--- src/core/adi_pkg.sv ---
// Constants and carrier types for the axis drive signal interface
//
// Contract
// [RQ1] A transfer-mode output selects absolute transfer, and only then are data-ready and both data bits taken as valid.
// [RQ2] Data-ready and both data bits are ignored whenever transfer mode is off.
// [RQ3] The position request output is driven only while transfer mode is selected.
// [RQ4] The drive raises data-ready when a bit pair is present on the data inputs during transfer mode.
// [RQ5] Each step carries two bits, the lsb input as bit 0 and the msb input as bit 1 of the pair.
// [RQ6] A transfer runs mode on, request on, wait for ready, capture both bits, request off, and repeats until all bits are in.
// [RQ7] A servo power-on output energises the drive's base circuit.
// [RQ8] With phase A leading B the address rises by one on every edge of either phase.
// [RQ9] With phase B leading A the address falls by one on every edge of either phase.
// [RQ10] The zero marker input is the reference event for machine zero return.
// [RQ11] The zero marker counts only on its off-to-on transition, never on a steady level.
// [RQ12] In stopper-stop return the zero marker event reports that zero return is complete.
// [RQ13] Positioning pulse and pulse sign leave on complementary differential pairs.
// [RQ14] Handwheel phases, zero marker, data-ready and both data bits are synchronised before use.
package adi_pkg;

    // ******************************************************************
    // Clock and timing
    // ******************************************************************
    localparam int CLK_PERIOD_PS     = 5000;
    // Least high and low time of one output pulse
    localparam int PULSE_WIDTH_NS    = 1000;
    localparam int PULSE_WIDTH_CYC   =
        (PULSE_WIDTH_NS * 1000 + CLK_PERIOD_PS - 1) / CLK_PERIOD_PS;
    // Least settle time between mode on and the first request
    localparam int MODE_SETUP_NS     = 10000;
    localparam int MODE_SETUP_CYC    =
        (MODE_SETUP_NS * 1000 + CLK_PERIOD_PS - 1) / CLK_PERIOD_PS;
    // Longest wait for one handshake edge from the drive
    localparam int ABS_TIMEOUT_US    = 1000;
    localparam int ABS_TIMEOUT_CYC   =
        (ABS_TIMEOUT_US * 1000000) / CLK_PERIOD_PS;
    localparam int TMR_W             = 18;

    // ******************************************************************
    // Widths
    // ******************************************************************
    localparam int ABS_WORD_W        = 32;
    localparam int ABS_STEPS         = ABS_WORD_W / 2;
    localparam int STEP_W            = 5;
    localparam int ADDR_W            = 32;
    localparam logic [STEP_W-1:0] LAST_STEP = 5'h0F;
    localparam logic [ABS_WORD_W-1:0] ABS_WORD_RST = 32'h0000_0000;
    localparam logic [ADDR_W-1:0] ADDR_RST = 32'h0000_0000;

    // ******************************************************************
    // Carrier types
    // ******************************************************************
    // Raw drive-side inputs, all active high after inversion
    typedef struct packed {
        logic data_ready;
        logic data_lsb;
        logic data_msb;
        logic phase_a;
        logic phase_b;
        logic zero_marker;
    } adi_in_t;
    localparam int IN_W = 6;

    // One complementary output pair
    typedef struct packed {
        logic pos;
        logic neg;
    } adi_diff_t;

    // Quadrature step result
    typedef enum logic [1:0] {
        QD_NONE = 2'h0,
        QD_INC  = 2'h1,
        QD_DEC  = 2'h3
    } adi_quad_t;

    // Absolute transfer states, Gray along the usual path up to done
    typedef enum logic [2:0] {
        AB_IDLE  = 3'h0,
        AB_SETUP = 3'h1,
        AB_REQ   = 3'h3,
        AB_REL   = 3'h2,
        AB_DONE  = 3'h6
    } adi_abs_state_t;

endpackage

--- src/core/adi_axis_drive.sv ---
// One axis of the drive signal interface: absolute transfer, servo on,
// handwheel decode, zero marker and differential pulse outputs
`timescale 1ns/1ps
module adi_axis_drive
    import adi_pkg::*;
#(
    parameter int ABS_TIMEOUT = ABS_TIMEOUT_CYC
)
(
    input  wire logic                  sys_clk,
    input  wire logic                  rst_b,
    // Drive unit, absolute transfer and servo power on
    input  wire logic                  absolute_data_ready,
    input  wire logic                  absolute_data_lsb,
    input  wire logic                  absolute_data_msb,
    output logic                       absolute_transfer_mode,
    output logic                       absolute_position_request,
    output logic                       servo_power_on,
    // Handwheel, negative logic
    input  wire logic                  handwheel_phase_a_neg,
    input  wire logic                  handwheel_phase_b_neg,
    // Zero marker
    input  wire logic                  zero_marker_input,
    // Differential pulse outputs
    output adi_diff_t                  pulse_out,
    output adi_diff_t                  pulse_sign,
    // User side
    input  wire logic                  servo_on_cmd,
    input  wire logic                  abs_start,
    output logic                       abs_busy,
    output logic                       abs_done,
    output logic                       abs_error,
    output logic [ABS_WORD_W-1:0]      abs_position,
    input  wire logic                  handwheel_enable,
    input  wire logic                  address_load,
    input  wire logic [ADDR_W-1:0]     address_load_value,
    output logic [ADDR_W-1:0]          positioning_address,
    input  wire logic                  zero_return_active,
    input  wire logic                  stopper_method,
    output logic                       zero_marker_event,
    output logic                       zero_return_done,
    input  wire logic                  pulse_req,
    input  wire logic                  pulse_dir_neg,
    output logic                       pulse_ready
);

    // ******************************************************************
    // Reset release and input synchronisation
    // ******************************************************************
    logic    rst_sync_b;
    adi_in_t raw_in;
    adi_in_t sin;

    adi_sync #(.WIDTH(1)) u_rst_sync
    (
        .clk   (sys_clk),
        .rst_n (rst_b),
        .d     (1'b1),
        .q     (rst_sync_b)
    );

    // Handwheel pins are negative logic, made active high here
    assign raw_in = '{data_ready  : absolute_data_ready,
                      data_lsb    : absolute_data_lsb,
                      data_msb    : absolute_data_msb,
                      phase_a     : ~handwheel_phase_a_neg,
                      phase_b     : ~handwheel_phase_b_neg,
                      zero_marker : zero_marker_input};

    adi_sync #(.WIDTH(IN_W)) u_in_sync
    (
        .clk   (sys_clk),
        .rst_n (rst_sync_b),
        .d     (raw_in),
        .q     (sin)   // RQ14
    );

    // ******************************************************************
    // Quadrature step decode
    // ******************************************************************
    function automatic adi_quad_t quad_step(input logic [1:0] prev,
                                            input logic [1:0] cur);
        adi_quad_t r;
        r = QD_NONE;
        unique case ({prev, cur})
            4'b0010, 4'b1011, 4'b1101, 4'b0100: r = QD_INC;
            4'b0001, 4'b0111, 4'b1110, 4'b1000: r = QD_DEC;
            default:                            r = QD_NONE;
        endcase
        return r;
    endfunction

    // ******************************************************************
    // Servo power on
    // ******************************************************************
    logic servo_on_q;

    always_ff @(posedge sys_clk or negedge rst_sync_b)
    begin
        if (!rst_sync_b)
            servo_on_q <= 1'b0;
        else
            servo_on_q <= servo_on_cmd; // RQ7
    end

    assign servo_power_on = servo_on_q;

    // ******************************************************************
    // Absolute position transfer
    // ******************************************************************
    adi_abs_state_t          abs_st_q;
    adi_abs_state_t          abs_st_d;
    logic [TMR_W-1:0]        tmr_q;
    logic [TMR_W-1:0]        tmr_d;
    logic [STEP_W-1:0]       step_q;
    logic [STEP_W-1:0]       step_d;
    logic [ABS_WORD_W-1:0]   word_q;
    logic [ABS_WORD_W-1:0]   word_d;
    logic [ABS_WORD_W-1:0]   abs_pos_q;
    logic                    err_q;
    logic                    err_d;
    logic                    mode_on;
    logic                    ready_ok;
    logic [1:0]              pair;
    logic                    timed_out;
    logic                    setup_over;

    // Ready only counts while the mode is on
    assign mode_on    = (abs_st_q != AB_IDLE);            // RQ1
    assign ready_ok   = mode_on & sin.data_ready;         // RQ2
    assign pair       = {sin.data_msb, sin.data_lsb};     // RQ5
    assign timed_out  = (tmr_q == TMR_W'(ABS_TIMEOUT - 1));
    assign setup_over = (tmr_q == TMR_W'(MODE_SETUP_CYC - 1));

    // Next state: one pair per request, ready must fall before the next
    always_comb
    begin
        abs_st_d = abs_st_q;
        tmr_d    = tmr_q + 1'b1;
        step_d   = step_q;
        word_d   = word_q;
        err_d    = 1'b0;
        unique case (abs_st_q)
            AB_IDLE:
            begin
                tmr_d  = '0;
                step_d = '0;
                if (abs_start)
                    abs_st_d = AB_SETUP;                  // RQ6
            end
            AB_SETUP:
            begin
                if (setup_over)
                begin
                    abs_st_d = AB_REQ;
                    tmr_d    = '0;
                end
            end
            AB_REQ:
            begin
                if (ready_ok)
                begin
                    // First pair ends in the low bits
                    word_d   = {pair, word_q[ABS_WORD_W-1:2]}; // RQ6
                    abs_st_d = AB_REL;
                    tmr_d    = '0;
                end
                else if (timed_out)
                begin
                    err_d    = 1'b1;
                    abs_st_d = AB_IDLE;
                end
            end
            AB_REL:
            begin
                if (!ready_ok)
                begin
                    tmr_d  = '0;
                    step_d = step_q + 1'b1;
                    if (step_q == LAST_STEP)
                        abs_st_d = AB_DONE;
                    else
                        abs_st_d = AB_REQ;
                end
                else if (timed_out)
                begin
                    err_d    = 1'b1;
                    abs_st_d = AB_IDLE;
                end
            end
            AB_DONE:
            begin
                abs_st_d = AB_IDLE;
            end
        endcase
    end

    always_ff @(posedge sys_clk or negedge rst_sync_b)
    begin
        if (!rst_sync_b)
        begin
            abs_st_q <= AB_IDLE;
            tmr_q    <= '0;
            step_q   <= '0;
            word_q   <= ABS_WORD_RST;
            err_q    <= 1'b0;
        end
        else
        begin
            abs_st_q <= abs_st_d;
            tmr_q    <= tmr_d;
            step_q   <= step_d;
            word_q   <= word_d;
            err_q    <= err_d;
        end
    end

    // Result word is published only when every pair is in
    always_ff @(posedge sys_clk or negedge rst_sync_b)
    begin
        if (!rst_sync_b)
            abs_pos_q <= ABS_WORD_RST;
        else if (abs_st_q == AB_DONE)
            abs_pos_q <= word_q;
    end

    assign absolute_transfer_mode    = mode_on;                 // RQ1
    assign absolute_position_request = (abs_st_q == AB_REQ);    // RQ3
    assign abs_busy                  = mode_on;
    assign abs_done                  = (abs_st_q == AB_DONE);
    assign abs_error                 = err_q;
    assign abs_position              = abs_pos_q;

    // ******************************************************************
    // Handwheel position counter
    // ******************************************************************
    logic [1:0]        phase_prev_q;
    logic [ADDR_W-1:0] addr_q;
    logic [ADDR_W-1:0] addr_d;
    adi_quad_t         qstep;

    assign qstep = quad_step(phase_prev_q, {sin.phase_a, sin.phase_b});

    // Every edge of either phase moves the address by one; a skipped
    // state (both phases changed) is dropped rather than guessed
    always_comb
    begin
        addr_d = addr_q;
        if (address_load)
            addr_d = address_load_value;
        else if (handwheel_enable && qstep == QD_INC)
            addr_d = addr_q + 1'b1;                          // RQ8
        else if (handwheel_enable && qstep == QD_DEC)
            addr_d = addr_q - 1'b1;                          // RQ9
    end

    always_ff @(posedge sys_clk or negedge rst_sync_b)
    begin
        if (!rst_sync_b)
        begin
            phase_prev_q <= 2'h0;
            addr_q       <= ADDR_RST;
        end
        else
        begin
            phase_prev_q <= {sin.phase_a, sin.phase_b};
            addr_q       <= addr_d;
        end
    end

    assign positioning_address = addr_q;

    // ******************************************************************
    // Zero marker detection
    // ******************************************************************
    logic zero_prev_q;
    logic zero_evt_q;
    logic zero_done_q;
    logic zero_rise;

    // Steady high level never repeats the event
    assign zero_rise = sin.zero_marker & ~zero_prev_q;      // RQ11

    always_ff @(posedge sys_clk or negedge rst_sync_b)
    begin
        if (!rst_sync_b)
        begin
            zero_prev_q <= 1'b0;
            zero_evt_q  <= 1'b0;
            zero_done_q <= 1'b0;
        end
        else
        begin
            zero_prev_q <= sin.zero_marker;
            zero_evt_q  <= zero_rise;                                 // RQ10
            zero_done_q <= zero_rise & zero_return_active
                           & stopper_method;                  // RQ12
        end
    end

    assign zero_marker_event = zero_evt_q;
    assign zero_return_done  = zero_done_q;

    // ******************************************************************
    // Differential pulse and sign outputs
    // ******************************************************************
    logic [TMR_W-1:0] pw_q;
    logic             pulse_q;
    logic             sign_q;
    logic             busy_q;
    logic             pw_end;

    assign pw_end      = (pw_q == TMR_W'(PULSE_WIDTH_CYC - 1));
    assign pulse_ready = ~busy_q;

    // High phase then low phase; sign is held for the whole pulse
    always_ff @(posedge sys_clk or negedge rst_sync_b)
    begin
        if (!rst_sync_b)
        begin
            pw_q    <= '0;
            pulse_q <= 1'b0;
            sign_q  <= 1'b0;
            busy_q  <= 1'b0;
        end
        else if (!busy_q)
        begin
            pw_q <= '0;
            if (pulse_req)
            begin
                busy_q  <= 1'b1;
                pulse_q <= 1'b1;
                sign_q  <= pulse_dir_neg;
            end
        end
        else if (pw_end)
        begin
            pw_q    <= '0;
            pulse_q <= 1'b0;
            busy_q  <= pulse_q;
        end
        else
            pw_q <= pw_q + 1'b1;
    end

    // Complementary pairs for a line receiver
    assign pulse_out  = '{pos: pulse_q, neg: ~pulse_q};     // RQ13
    assign pulse_sign = '{pos: sign_q,  neg: ~sign_q};      // RQ13

endmodule

--- src/core/adi_sync.sv ---
// Two-flop synchroniser for a group of levels
`timescale 1ns/1ps
module adi_sync
    import adi_pkg::*;
#(
    parameter int WIDTH = 1
)
(
    input  wire logic             clk,
    input  wire logic             rst_n,
    input  wire logic [WIDTH-1:0] d,
    output logic      [WIDTH-1:0] q
);

    logic [WIDTH-1:0] meta_q;
    logic [WIDTH-1:0] sync_q;

    // ******************************************************************
    // First stage feeds only the second stage
    // ******************************************************************
    always_ff @(posedge clk or negedge rst_n)
    begin
        if (!rst_n)
        begin
            meta_q <= '0;
            sync_q <= '0;
        end
        else
        begin
            meta_q <= d;
            sync_q <= meta_q;
        end
    end

    assign q = sync_q;

endmodule

--- config.mk ---
export PLATFORM = sky130hd
export DESIGN_NAME = adi_axis_drive
export DESIGN_NICKNAME = d
export VERILOG_FILES = /design/src/core/adi_pkg.sv /design/src/core/adi_axis_drive.sv /design/src/core/adi_sync.sv
export SDC_FILE = /design/constraint.sdc
export NUM_CORES = 1
export LEC_CHECK = 0
export ABC_CLOCK_PERIOD_IN_PS = 8600
export BUFFER_PORTS_ARGS = -buffer_cell sky130_fd_sc_hd__buf_2
export CAP_MARGIN = 20
export CORE_ASPECT_RATIO = 1.1
export CORE_MARGIN = 2
export CORE_UTILIZATION = 56
export CTS_CLUSTER_DIAMETER = 150
export DETAILED_ROUTE_END_ITERATION = 16
export PLACE_DENSITY_LB_ADDON = 0.05
export SYNTH_ARGS = -nofsm -noshare
export SYNTH_HDL_FRONTEND = slang
export SYNTH_HIERARCHICAL = 1
export SYNTH_SLANG_ARGS = --single-unit
--- constraint.sdc ---
create_clock -name sys_clk -period 8.6 [get_ports sys_clk]
set_input_delay 0.86 -clock sys_clk [delete_from_list [all_inputs] [get_ports sys_clk]]
set_output_delay 0.86 -clock sys_clk [all_outputs]
set_load 0.01 [all_outputs]
==> results of run 1 <==
==> per-stage QoR <==
stage	area [sq um]	power [mW]	hold WS [ns]	std cells
after floorplan	8510	1.41	0.331	882
after global placement	9260	1.56	0.333	1167
after detailed placement	9260	1.57	0.336	1167
after CTS	9800	2.27	0.193	1198
after global routing	9800	2.39	0.194	1198
final	9800	2.26	0.215	1198
==> path summary, 6_finish.rpt <==
path	start	end	slack (ns)	cells after the start
min in group sys_clk	u_rst_sync/meta_q$_DFF_PN0_	u_rst_sync/q$_DFF_PN0_	0.35	0
worst max-delay path	u_in_sync/q[1]$_DFF_PN0_	positioning_address[24]$_DFFE_PN0P_	3.61	15
max in group asynchronous	u_rst_sync/q$_DFF_PN0_	positioning_address[17]$_DFFE_PN0P_	7.02	1
worst min-delay path	rst_b	u_rst_sync/q$_DFF_PN0_	0.21	1
worst min register to register	u_rst_sync/q$_DFF_PN0_	word_q[7]$_DFFE_PN0P_	0.34	0
worst max register to register	u_in_sync/q[1]$_DFF_PN0_	positioning_address[24]$_DFFE_PN0P_	3.61	15
==> report_power, final <==
group          total [mW]  switching [mW]  internal [mW]
combinational       0.665           0.378          0.287
clock               0.696           0.317          0.379
sequential          0.895          0.0614          0.834
total                2.26           0.756           1.50
==> synthesized netlist by cell type, types with 5 or more instances <==
cell and instances:
a22o_1 5, nor2_1 72, nand2_1 157, a31oi_1 8, dfrtp_1 164, inv_1 20
nand3_1 24, o21ai_0 48, xor2_1 32, a21oi_1 53, xnor2_1 31, a21o_1 23
nand2b_1 5, clkbuf_1 31, and3_1 17, nor2b_1 10, o21a_1 10, ha_1 39
nor3_1 11, mux2_2 34, nand4_1 9, or4_1 6
==> kinds of logic (layout without fill, tap and decap cells) <==
| kind of cell | Yosys count | count (layout) | share of synthesized area [%] |
|---|---|---|---|
| compound gates | 181 | 181 | 13.6 |
| other cells | 1 | 1 | 0.0440 |
| mux | 38 | 38 | 5.11 |
| flops | 164 | 164 | 48.2 |
| simple gates | 335 | 335 | 17.7 |
| xor+xnor | 63 | 63 | 6.48 |
| fa+ha+maj | 40 | 40 | 5.97 |
| buf+inv | 60 | 180 | 2.84 |
==> state kept, by name, summed over array words and instances, names as in the netlist <==
register / flops
zero_return_done: 1
sign_q: 1
zero_marker_event: 1
u_rst_sync/meta_q: 1
zero_prev_q: 1
abs_position: 32
u_in_sync/q: 6
pulse_q: 1
u_rst_sync/q: 1
u_in_sync/meta_q: 6
pw_q: 18
busy_q: 1
abs_st_q: 3
step_q: 5
word_q: 32
positioning_address: 32
tmr_q: 18
servo_power_on: 1
phase_prev_q: 2
abs_error: 1
==> final cells by class <==
| type | count | area, sq um | area share (%) |
|---|---|---|---|
| Timing Repair Buffer | 129 | 658 | 6.72 |
| Tap cell | 196 | 245 | 2.50 |
| Clock buffer | 18 | 439 | 4.48 |
| Multi-Input combinational cell | 658 | 4170 | 42.6 |
| Clock inverter | 13 | 98.8 | 1.01 |
| Sequential cell | 164 | 4110 | 41.9 |
| Inverter | 20 | 75.1 | 0.766 |
==> layer usage <==
| metal | track usage, % | vias up | share of wire, % |
|---|---|---|---|
| met3 | 4.75 | 14 | 4.2 |
| li1 | - | 3270 | - |
| met4 | 6.19 | 0 | 0.89 |
| met5 | 0 | - | 0 |
| met2 | 38.7 | 140 | 49 |
| met1 | 30.6 | 3155 | 46 |
==> worst max-delay path: cells and delay by family, from the launching register on <==
family	cells	cell delay, ns
buffers and inverters	1	0.07
AND/OR/NAND/NOR	3	1.72
XOR/XNOR	2	0.41
AO/OA/AOI/OAI	7	1.50
adder cells (fa/ha/maj)	2	0.79
flip-flops	1	0.39
==> flow_summary.json, run 1 <==
{
  "yosysTopAreaCellShare_pct": 48.2,
  "cts_buffer_depth": 2,
  "gr-usage-all-layers_pct": 23.1,
  "p_per_area_mw_per_mm2": 230,
  "layout_commonest_cell": "dfrtp_1",
  "crit_chain": "inv_1, ha_1, xnor2_1, nand2_2, or2_2, ha_1, a21o_1, a32o_1, or3_1, o221ai_2, a21o_1, o21ai_1, a21o_1, xor2_1, a221o_1",
  "avgSynthCellArea_sq_um": 9.65,
  "cp_data_arrival_time_ns": 5.30,
  "syn_nets": 970,
  "antenna_found_initial": 0,
  "critPathMaxFanout": 55,
  "ys_seq_area_share_pct": 48.2,
  "cts.sinks": 164,
  "grt_pass1_wl_um": 30100,
  "num_rows": 47,
  "rsz0062_at_grt": "no",
  "drtIter0Drc": 522,
  "cts_made_buffers": 17,
  "wl_per_cell_um": 14.8,
  "synth_edf_count": 0,
  "slew_viol_final": 0,
  "grt_max_degree": 68,
  "cts_max_level": 4,
  "critical_path_class": "reg -> reg",
  "coreArea_sq_mm": 0.0149,
  "wirelength_um": 17800,
  "clk_transition_reported_paths_ns": 0.07,
  "place.gp.congestion": 0.908,
  "detail-route-antenna-nets": 0,
  "post-route-drc-count": 0,
  "port_buffers": 124,
  "netlist_top_cells_area": "dfrtp_1 48%, nand2_1 6.9%, ha_1 5.7%",
  "dieWidth_um": 122,
  "required_ns": 8.91,
  "worst_slack_ns": 3.61,
  "syn_area_sq_mm": 0.00851,
  "ys.warnings.count": 6,
  "startpoint_type": "flip-flop",
  "grt_remaining_overflow": 0,
  "start_util_pct": 57.0,
  "synthFlopType": "dfrtp_1",
  "crit_top_cell": "a21o_1",
  "ios": 125,
  "final_core_util_pct": 65.6,
  "place_ws_ns": 3.55,
  "hold_viol": 0,
  "setup_viol": 0,
  "hpwl_um": 12500,
  "fin_nets": 1078,
  "cts_resized": 0,
  "cap_viol_max_count": 0,
  "avgViaCountPerCell": 5.49,
  "tns_ns": 0,
  "hold_path_class": "in -> async",
  "finClkSkew_ns": 0.0123,
  "final_layout_size_suffix_gt1_share_pct": 20.5,
  "synth_cells": 882,
  "cts_tree": "yes",
  "cp_slowest_cell": "or2_2",
  "period_needed_ns": 4.99,
  "peakVddDrop_v": 0.000164,
  "grt_pass1_vias": 6396,
  "cp-end-kind": "flip-flop",
  "fmax_ghz": 0.200,
  "cts_setup_buffers": 0,
  "die_area_sq_mm": 0.0162,
  "drtPass1Iterations": 5,
  "insertion_delay_ns": 0.42,
  "root_buffer": "clkbuf_16",
  "power.leakage_nw": 5.01,
  "area_growth_pct": 15.0,
  "fp.dieH_um": 133,
  "nFillCells": 1286,
  "antenna_cells": 0,
  "async_flop_share_pct": 100,
  "yosysTopAreaCell": "dfrtp_1",
  "synth_cell_types": 62,
  "finalCritPeriodShare_pct": 58.1,
  "via_count": 6579,
  "max-slew-margin-rel_pct": 35.6,
  "status": "complete, no violations",
  "final_cell_mix": "163 x dfrtp_1, 156 x nand2_1, 124 x buf_2, 72 x nor2_1, 53 x a21oi_1",
  "ys_seq_elements": 164,
  "slowest_delay_ns": 0.82,
  "tightest_slew_ns": 0.963,
  "holdBufCountCts": 0
}
Note: power is estimated with default switching activity, not from simulation.
==> inputs of run 2 (changes only) <==
- ABC_CLOCK_PERIOD_IN_PS: 8600 -> 4800
- clock period: 8.6 -> 4.8 ns (I/O delays scaled with it)
==> run 2 against run 1 <==
Net effect: via count is 0.21% lower; clock skew is 0.0027 ns lower; largest cell class unchanged; design area rose by 1.0%; core utilization is 0.66 points higher; sequential share of layout area down 0.42 points; critical path type unchanged; routed wire length rose by 2.3%; non-clock buffer count is 2 higher; total power grew 85%; critical path depth up 1.
==> flow_summary.json, run 2 (same netlist as run 1, synthesis figures left out) <==
{
  "status": "complete, no violations",
  "power.leakage_nw": 5.06,
  "layout_commonest_cell": "dfrtp_1",
  "required_ns": 5.14,
  "slew_viol_final": 0,
  "wirelength_um": 18200,
  "detail-route-antenna-nets": 0,
  "p_per_area_mw_per_mm2": 423,
  "fin_total_pwr_mw": 4.18,
  "rsz0062_at_grt": "no",
  "regToRegSetupSlack_ns": 0.67,
  "tightest_slew_ns": 0.900,
  "insertion_delay_ns": 0.42,
  "cts_buffer_depth": 2,
  "placedCellCount": 1167,
  "cp_data_arrival_time_ns": 4.47,
  "fin_area_sq_mm": 0.00989,
  "start_util_pct": 57.0,
  "ios": 125,
  "place_area_sq_mm": 0.00927,
  "drtIter0Drc": 399,
  "hpwl_um": 12300,
  "cts_tree": "yes",
  "hold_path_class": "in -> reg",
  "hold_viol": 0,
  "r2r-start": "u_in_sync/q[1]$_DFF_PN0_",
  "cts_made_buffers": 17,
  "grt_max_degree": 163,
  "clk_transition_reported_paths_ns": 0.06,
  "avgViaCountPerCell": 5.47,
  "via_count": 6565,
  "nFillCells": 1234,
  "die_area_sq_mm": 0.0162,
  "finalCritPeriodShare_pct": 86.0,
  "final_layout_size_suffix_gt1_share_pct": 20.5,
  "root_buffer": "clkbuf_16",
  "critical_path_class": "reg -> reg",
  "final_cell_mix": "163 x dfrtp_1, 156 x nand2_1, 124 x buf_2, 72 x nor2_1, 53 x a21oi_1",
  "max-slew-margin-rel_pct": 40.0,
  "place_ws_ns": 0.684,
  "antenna_cells": 0,
  "area_growth_pct": 16.2,
  "whs_endpoint": "servo_power_on$_DFF_PN0_",
  "critPathMaxFanout": 19,
  "whs_path_depth": 1,
  "grt_pass1_vias": 6448,
  "drtPass1Iterations": 4,
  "fp.dieH_um": 133,
  "grt_remaining_overflow": 0,
  "period_needed_ns": 4.13,
  "coreArea_sq_mm": 0.0149,
  "final_core_util_pct": 66.2,
  "cts_max_level": 4,
  "cts.sinks": 164,
  "place.gp.congestion": 0.891,
  "worst_slack_ns": 0.672,
  "num_rows": 47,
  "min-delay-start": "servo_on_cmd",
  "wl_per_cell_um": 15.1,
  "finClkSkew_ns": 0.00957,
  "cp-end-kind": "flip-flop",
  "port_buffers": 124,
  "r2r-end": "positioning_address[31]$_DFFE_PN0P_",
  "dieWidth_um": 122,
  "peakVddDrop_v": 0.000293,
  "gr-usage-all-layers_pct": 23.6,
  "rr_worst_depth": 16,
  "startpoint_type": "flip-flop",
  "post-route-drc-count": 0,
  "cts_resized": 0,
  "antenna_found_initial": 0,
  "tns_ns": 0,
  "fin_nets": 1080,
  "fmax_ghz": 0.242,
  "layout.cells.non_filler": 1201,
  "grt_pass1_wl_um": 30600,
  "cap_viol_max_count": 0,
  "holdWs_ns": 0.162,
  "setup_viol": 0
}
==> run 2: cell count changes in the layout (fill, tap and decap cells not counted) <==
cell           change
dlygate4sd3_1      +1
buf_8              +1
inv_6              -1
buf_12             +1
clkbuf_1           +1
clkinv_4           +2
clkinvlp_4         -2
clkinv_2           -2
clkbuf_8           +1
buf_4              -1
bufinv_16          +2
==> run 2: how the worst max path moves through the flow <==
stage                             start                                   to  slack [ns]  cells after the start
3_3_place_gp   u_in_sync/q[1]$_DFF_PN0_  positioning_address[24]$_DFFE_PN0P_        0.78                     14
3_5_place_dp   u_in_sync/q[1]$_DFF_PN0_  positioning_address[24]$_DFFE_PN0P_        0.68                     14
5_1_grt        u_in_sync/q[1]$_DFF_PN0_  positioning_address[31]$_DFFE_PN0P_        0.27                     16
2_1_floorplan  u_in_sync/q[1]$_DFF_PN0_  positioning_address[24]$_DFFE_PN0P_        0.57                     16
4_1_cts        u_in_sync/q[1]$_DFF_PN0_  positioning_address[31]$_DFFE_PN0P_        0.65                     16
6_report       u_in_sync/q[1]$_DFF_PN0_  positioning_address[31]$_DFFE_PN0P_        0.67                     16
==> run 2: area by class of cell <==
type | instances | area (sq um) | area share, %
clock buffers | 20 | 457 | 4.62
clock inverters | 12 | 143 | 1.44
inverters | 20 | 75.1 | 0.759
multi-input cells | 658 | 4170 | 42.2
flip-flops and latches | 164 | 4110 | 41.5
well taps | 196 | 245 | 2.48
repair buffers | 131 | 696 | 7.03
==> run 2: metal layers <==
layer	part of all wire, %	track usage (%)	up-vias
li1	-	-	3268
met4	0.95	6.64	0
met5	0	0	-
met2	49	39.0	139
met3	4.2	5.05	14
met1	46	31.5	3144
==> run 2: repair_timing <==
action	4_1_cts	5_1_grt
setup buffers	0	0
hold buffers	1	0
endpoints found under the hold margin	2	0
==> run 2: power by group <==
part	internal (mW)	switching (mW)
combinational	0.519	0.685
sequential	1.49	0.104
clock	0.805	0.575
total	2.82	1.36
==> run 2: critical path, cell delays in order, from the launching register on <==
cell and delay, ns:
dfrtp_1 0.39, inv_1 0.08, ha_1 0.32, xnor2_1 0.28, nand2_2 0.09, or2_2 0.48, buf_4 0.28, ha_1 0.37
a21o_1 0.22, o21bai_1 0.17, a21oi_1 0.13, o21ai_0 0.08, a221o_1 0.35, a41oi_1 0.21, xor2_1 0.11, or3_1 0.32
a31oi_1 0.18
==> inputs of run 3 (changes only) <==
- BUFFER_PORTS_ARGS: -buffer_cell sky130_fd_sc_hd__buf_2 -> unset
- DONT_BUFFER_PORTS: unset -> 1
==> run 3 against run 2 <==
Net effect: non-clock buffer count decreased by 123; global-route usage rose by 0.17 points; combinational power down 8%; maximum frequency is 4.1% lower; total power down 2.1%; register-to-register slack worse by 0.18 ns; largest cell class unchanged; critical path type unchanged; sequential cell count is the same; design area down 6.2%; sequential share of layout area increased by 2.8 points; core utilization fell by 4.1 points; via count decreased by 4.8%.
==> flow_summary.json, run 3 (same netlist as run 1, synthesis figures left out) <==
{
  "routed-wl-met2_um": 9050,
  "net-switching-power_mw": 1.35,
  "via_count": 6253,
  "top_layer_used": "met4",
  "cts_buffer_depth": 2,
  "max-slew-margin-rel_pct": 49.8,
  "antenna_found_initial": 0,
  "fin_area_sq_mm": 0.00928,
  "layout_commonest_cell": "dfrtp_1",
  "p_comb_share_pct": 26.8,
  "place_ws_ns": 0.514,
  "critPathMaxFanout": 32,
  "clk_transition_reported_paths_ns": 0.06,
  "area_growth_pct": 8.98,
  "hold_path_class": "in -> reg",
  "tns_ns": 0,
  "cts.sinks": 164,
  "layout.cells.non_filler": 1078,
  "cts_setup_buffers": 0,
  "fin_total_pwr_mw": 4.09,
  "rsz0062_at_grt": "no",
  "grt_pass1_vias": 6425,
  "multi_input_area_sq_mm": 0.00417,
  "start_util_pct": 57.0,
  "holdWs_ns": 0.0757,
  "fp.dieH_um": 133,
  "tightest_slew_ns": 0.753,
  "slew_viol_final": 0,
  "hold_viol": 0,
  "dieWidth_um": 122,
  "swShare_pct": 32.9,
  "startpoint_type": "flip-flop",
  "cts_tree": "yes",
  "cts_max_level": 4,
  "final_cell_mix": "163 x dfrtp_1, 156 x nand2_1, 72 x nor2_1, 53 x a21oi_1, 48 x o21ai_0",
  "met3WireLength_um": 849,
  "finalCritPeriodShare_pct": 89.7,
  "cp-end-kind": "flip-flop",
  "cts_made_buffers": 17,
  "post-route-drc-count": 0,
  "detail-route-antenna-nets": 0,
  "place_area_sq_mm": 0.00864,
  "cp_data_arrival_time_ns": 4.61,
  "nFillCells": 1303,
  "grt_pass1_wl_um": 30900,
  "regToRegSetupSlack_ns": 0.50,
  "placedCellCount": 1044,
  "drt-met1-wl_um": 7630,
  "setup_viol": 0,
  "drtPass1Iterations": 5,
  "grt_remaining_overflow": 0,
  "whs_path_depth": 0,
  "fin_nets": 957,
  "gr-usage-all-layers_pct": 23.7,
  "place.gp.congestion": 0.869,
  "avgViaCountPerCell": 5.80,
  "worst_slack_ns": 0.496,
  "final_layout_size_suffix_gt1_share_pct": 9.41,
  "wl_per_cell_um": 16.6,
  "critical_path_class": "reg -> reg",
  "rr_worst_depth": 15,
  "drtIter0Drc": 344,
  "insertion_delay_ns": 0.43,
  "antenna_cells": 0,
  "wirelength_um": 17900,
  "p_int_mw": 2.74,
  "regArea_sq_mm": 0.00411,
  "min-delay-start": "absolute_data_ready",
  "pwr-share-seq_pct": 40.1,
  "p_per_area_mw_per_mm2": 441,
  "whs_endpoint": "u_in_sync/meta_q[5]$_DFF_PN0_",
  "clkPwrFrac_pct": 33.1,
  "r2r-end": "positioning_address[24]$_DFFE_PN0P_",
  "coreArea_sq_mm": 0.0149,
  "final_core_util_pct": 62.1,
  "grt_max_degree": 81,
  "power.leakage_nw": 4.51,
  "hpwl_um": 12800,
  "ios": 125,
  "fmax_ghz": 0.232,
  "finClkSkew_ns": 0.0127,
  "port_buffers": 0,
  "status": "complete, no violations",
  "cap_viol_max_count": 0,
  "r2r-start": "u_in_sync/q[1]$_DFF_PN0_",
  "num_rows": 47,
  "period_needed_ns": 4.30,
  "peakVddDrop_v": 0.000271,
  "die_area_sq_mm": 0.0162,
  "root_buffer": "clkbuf_16",
  "required_ns": 5.11
}
==> run 3: cell count changes in the layout (fill, tap and decap cells not counted), sizes merged <==
cell and change:
buf -123, bufinv -1, clkbuf +2, clkinv -3, clkinvlp +1, inv +1
==> run 3: worst max path at each step <==
stage / startpoint / to / slack (ns) / cells past startpoint
2_1_floorplan: u_in_sync/q[1]$_DFF_PN0_ / positioning_address[24]$_DFFE_PN0P_ / 0.57 / 16
5_1_grt: u_in_sync/q[1]$_DFF_PN0_ / positioning_address[31]$_DFFE_PN0P_ / 0.12 / 15
3_3_place_gp: u_in_sync/q[1]$_DFF_PN0_ / positioning_address[24]$_DFFE_PN0P_ / 0.62 / 15
4_1_cts: u_in_sync/q[1]$_DFF_PN0_ / positioning_address[27]$_DFFE_PN0P_ / 0.46 / 15
6_report: u_in_sync/q[1]$_DFF_PN0_ / positioning_address[24]$_DFFE_PN0P_ / 0.50 / 15
3_5_place_dp: u_in_sync/q[1]$_DFF_PN0_ / positioning_address[24]$_DFFE_PN0P_ / 0.51 / 15
==> run 3: worst max-delay path, cell delays in order, from the launching register on <==
cell and delay, ns:
dfrtp_1 0.39, inv_1 0.08, ha_1 0.32, xnor2_1 0.29
nand2_2 0.09, or2_2 0.59, ha_1 0.48, a21o_1 0.25
a32o_1 0.26, or3_1 0.33, o221ai_2 0.20, a21o_1 0.19
o21ai_1 0.08, a21o_1 0.19, xor2_1 0.14, a221o_1 0.32
==> run 3: per-layer routing <==
metal / vias to the layer above / track usage [%]
met5: - / 0
met4: 0 / 9.45
met3: 35 / 5.35
met2: 147 / 40.6
met1: 3034 / 29.1
li1: 3037 / -
==> run 3: timing repair <==
action / CTS / global route
resized for setup: 0 / 0
hold buffers: 1 / 0
setup endpoints to repair: 0 / 0
hold endpoints to repair: 2 / 0
==> run 3: area by class of cell <==
| class | instances | share of cell area, % |
|---|---|---|
| multi-input cells | 658 | 45.0 |
| flip-flops and latches | 164 | 44.3 |
| clock buffers | 22 | 5.22 |
| well taps | 196 | 2.64 |
| clock inverters | 10 | 1.21 |
| repair buffers | 8 | 0.890 |
| inverters | 20 | 0.809 |
==> run 3: power by group through the flow <==
stage	Sequential (mW)	Clock (mW)	Combinational (mW)
after global routing	1.66	1.44	1.24
after floorplan	1.64	0	0.881
after global placement	1.67	0	1.05
after CTS	1.65	1.38	1.08
final	1.64	1.35	1.10
after detailed placement	1.68	0	1.07
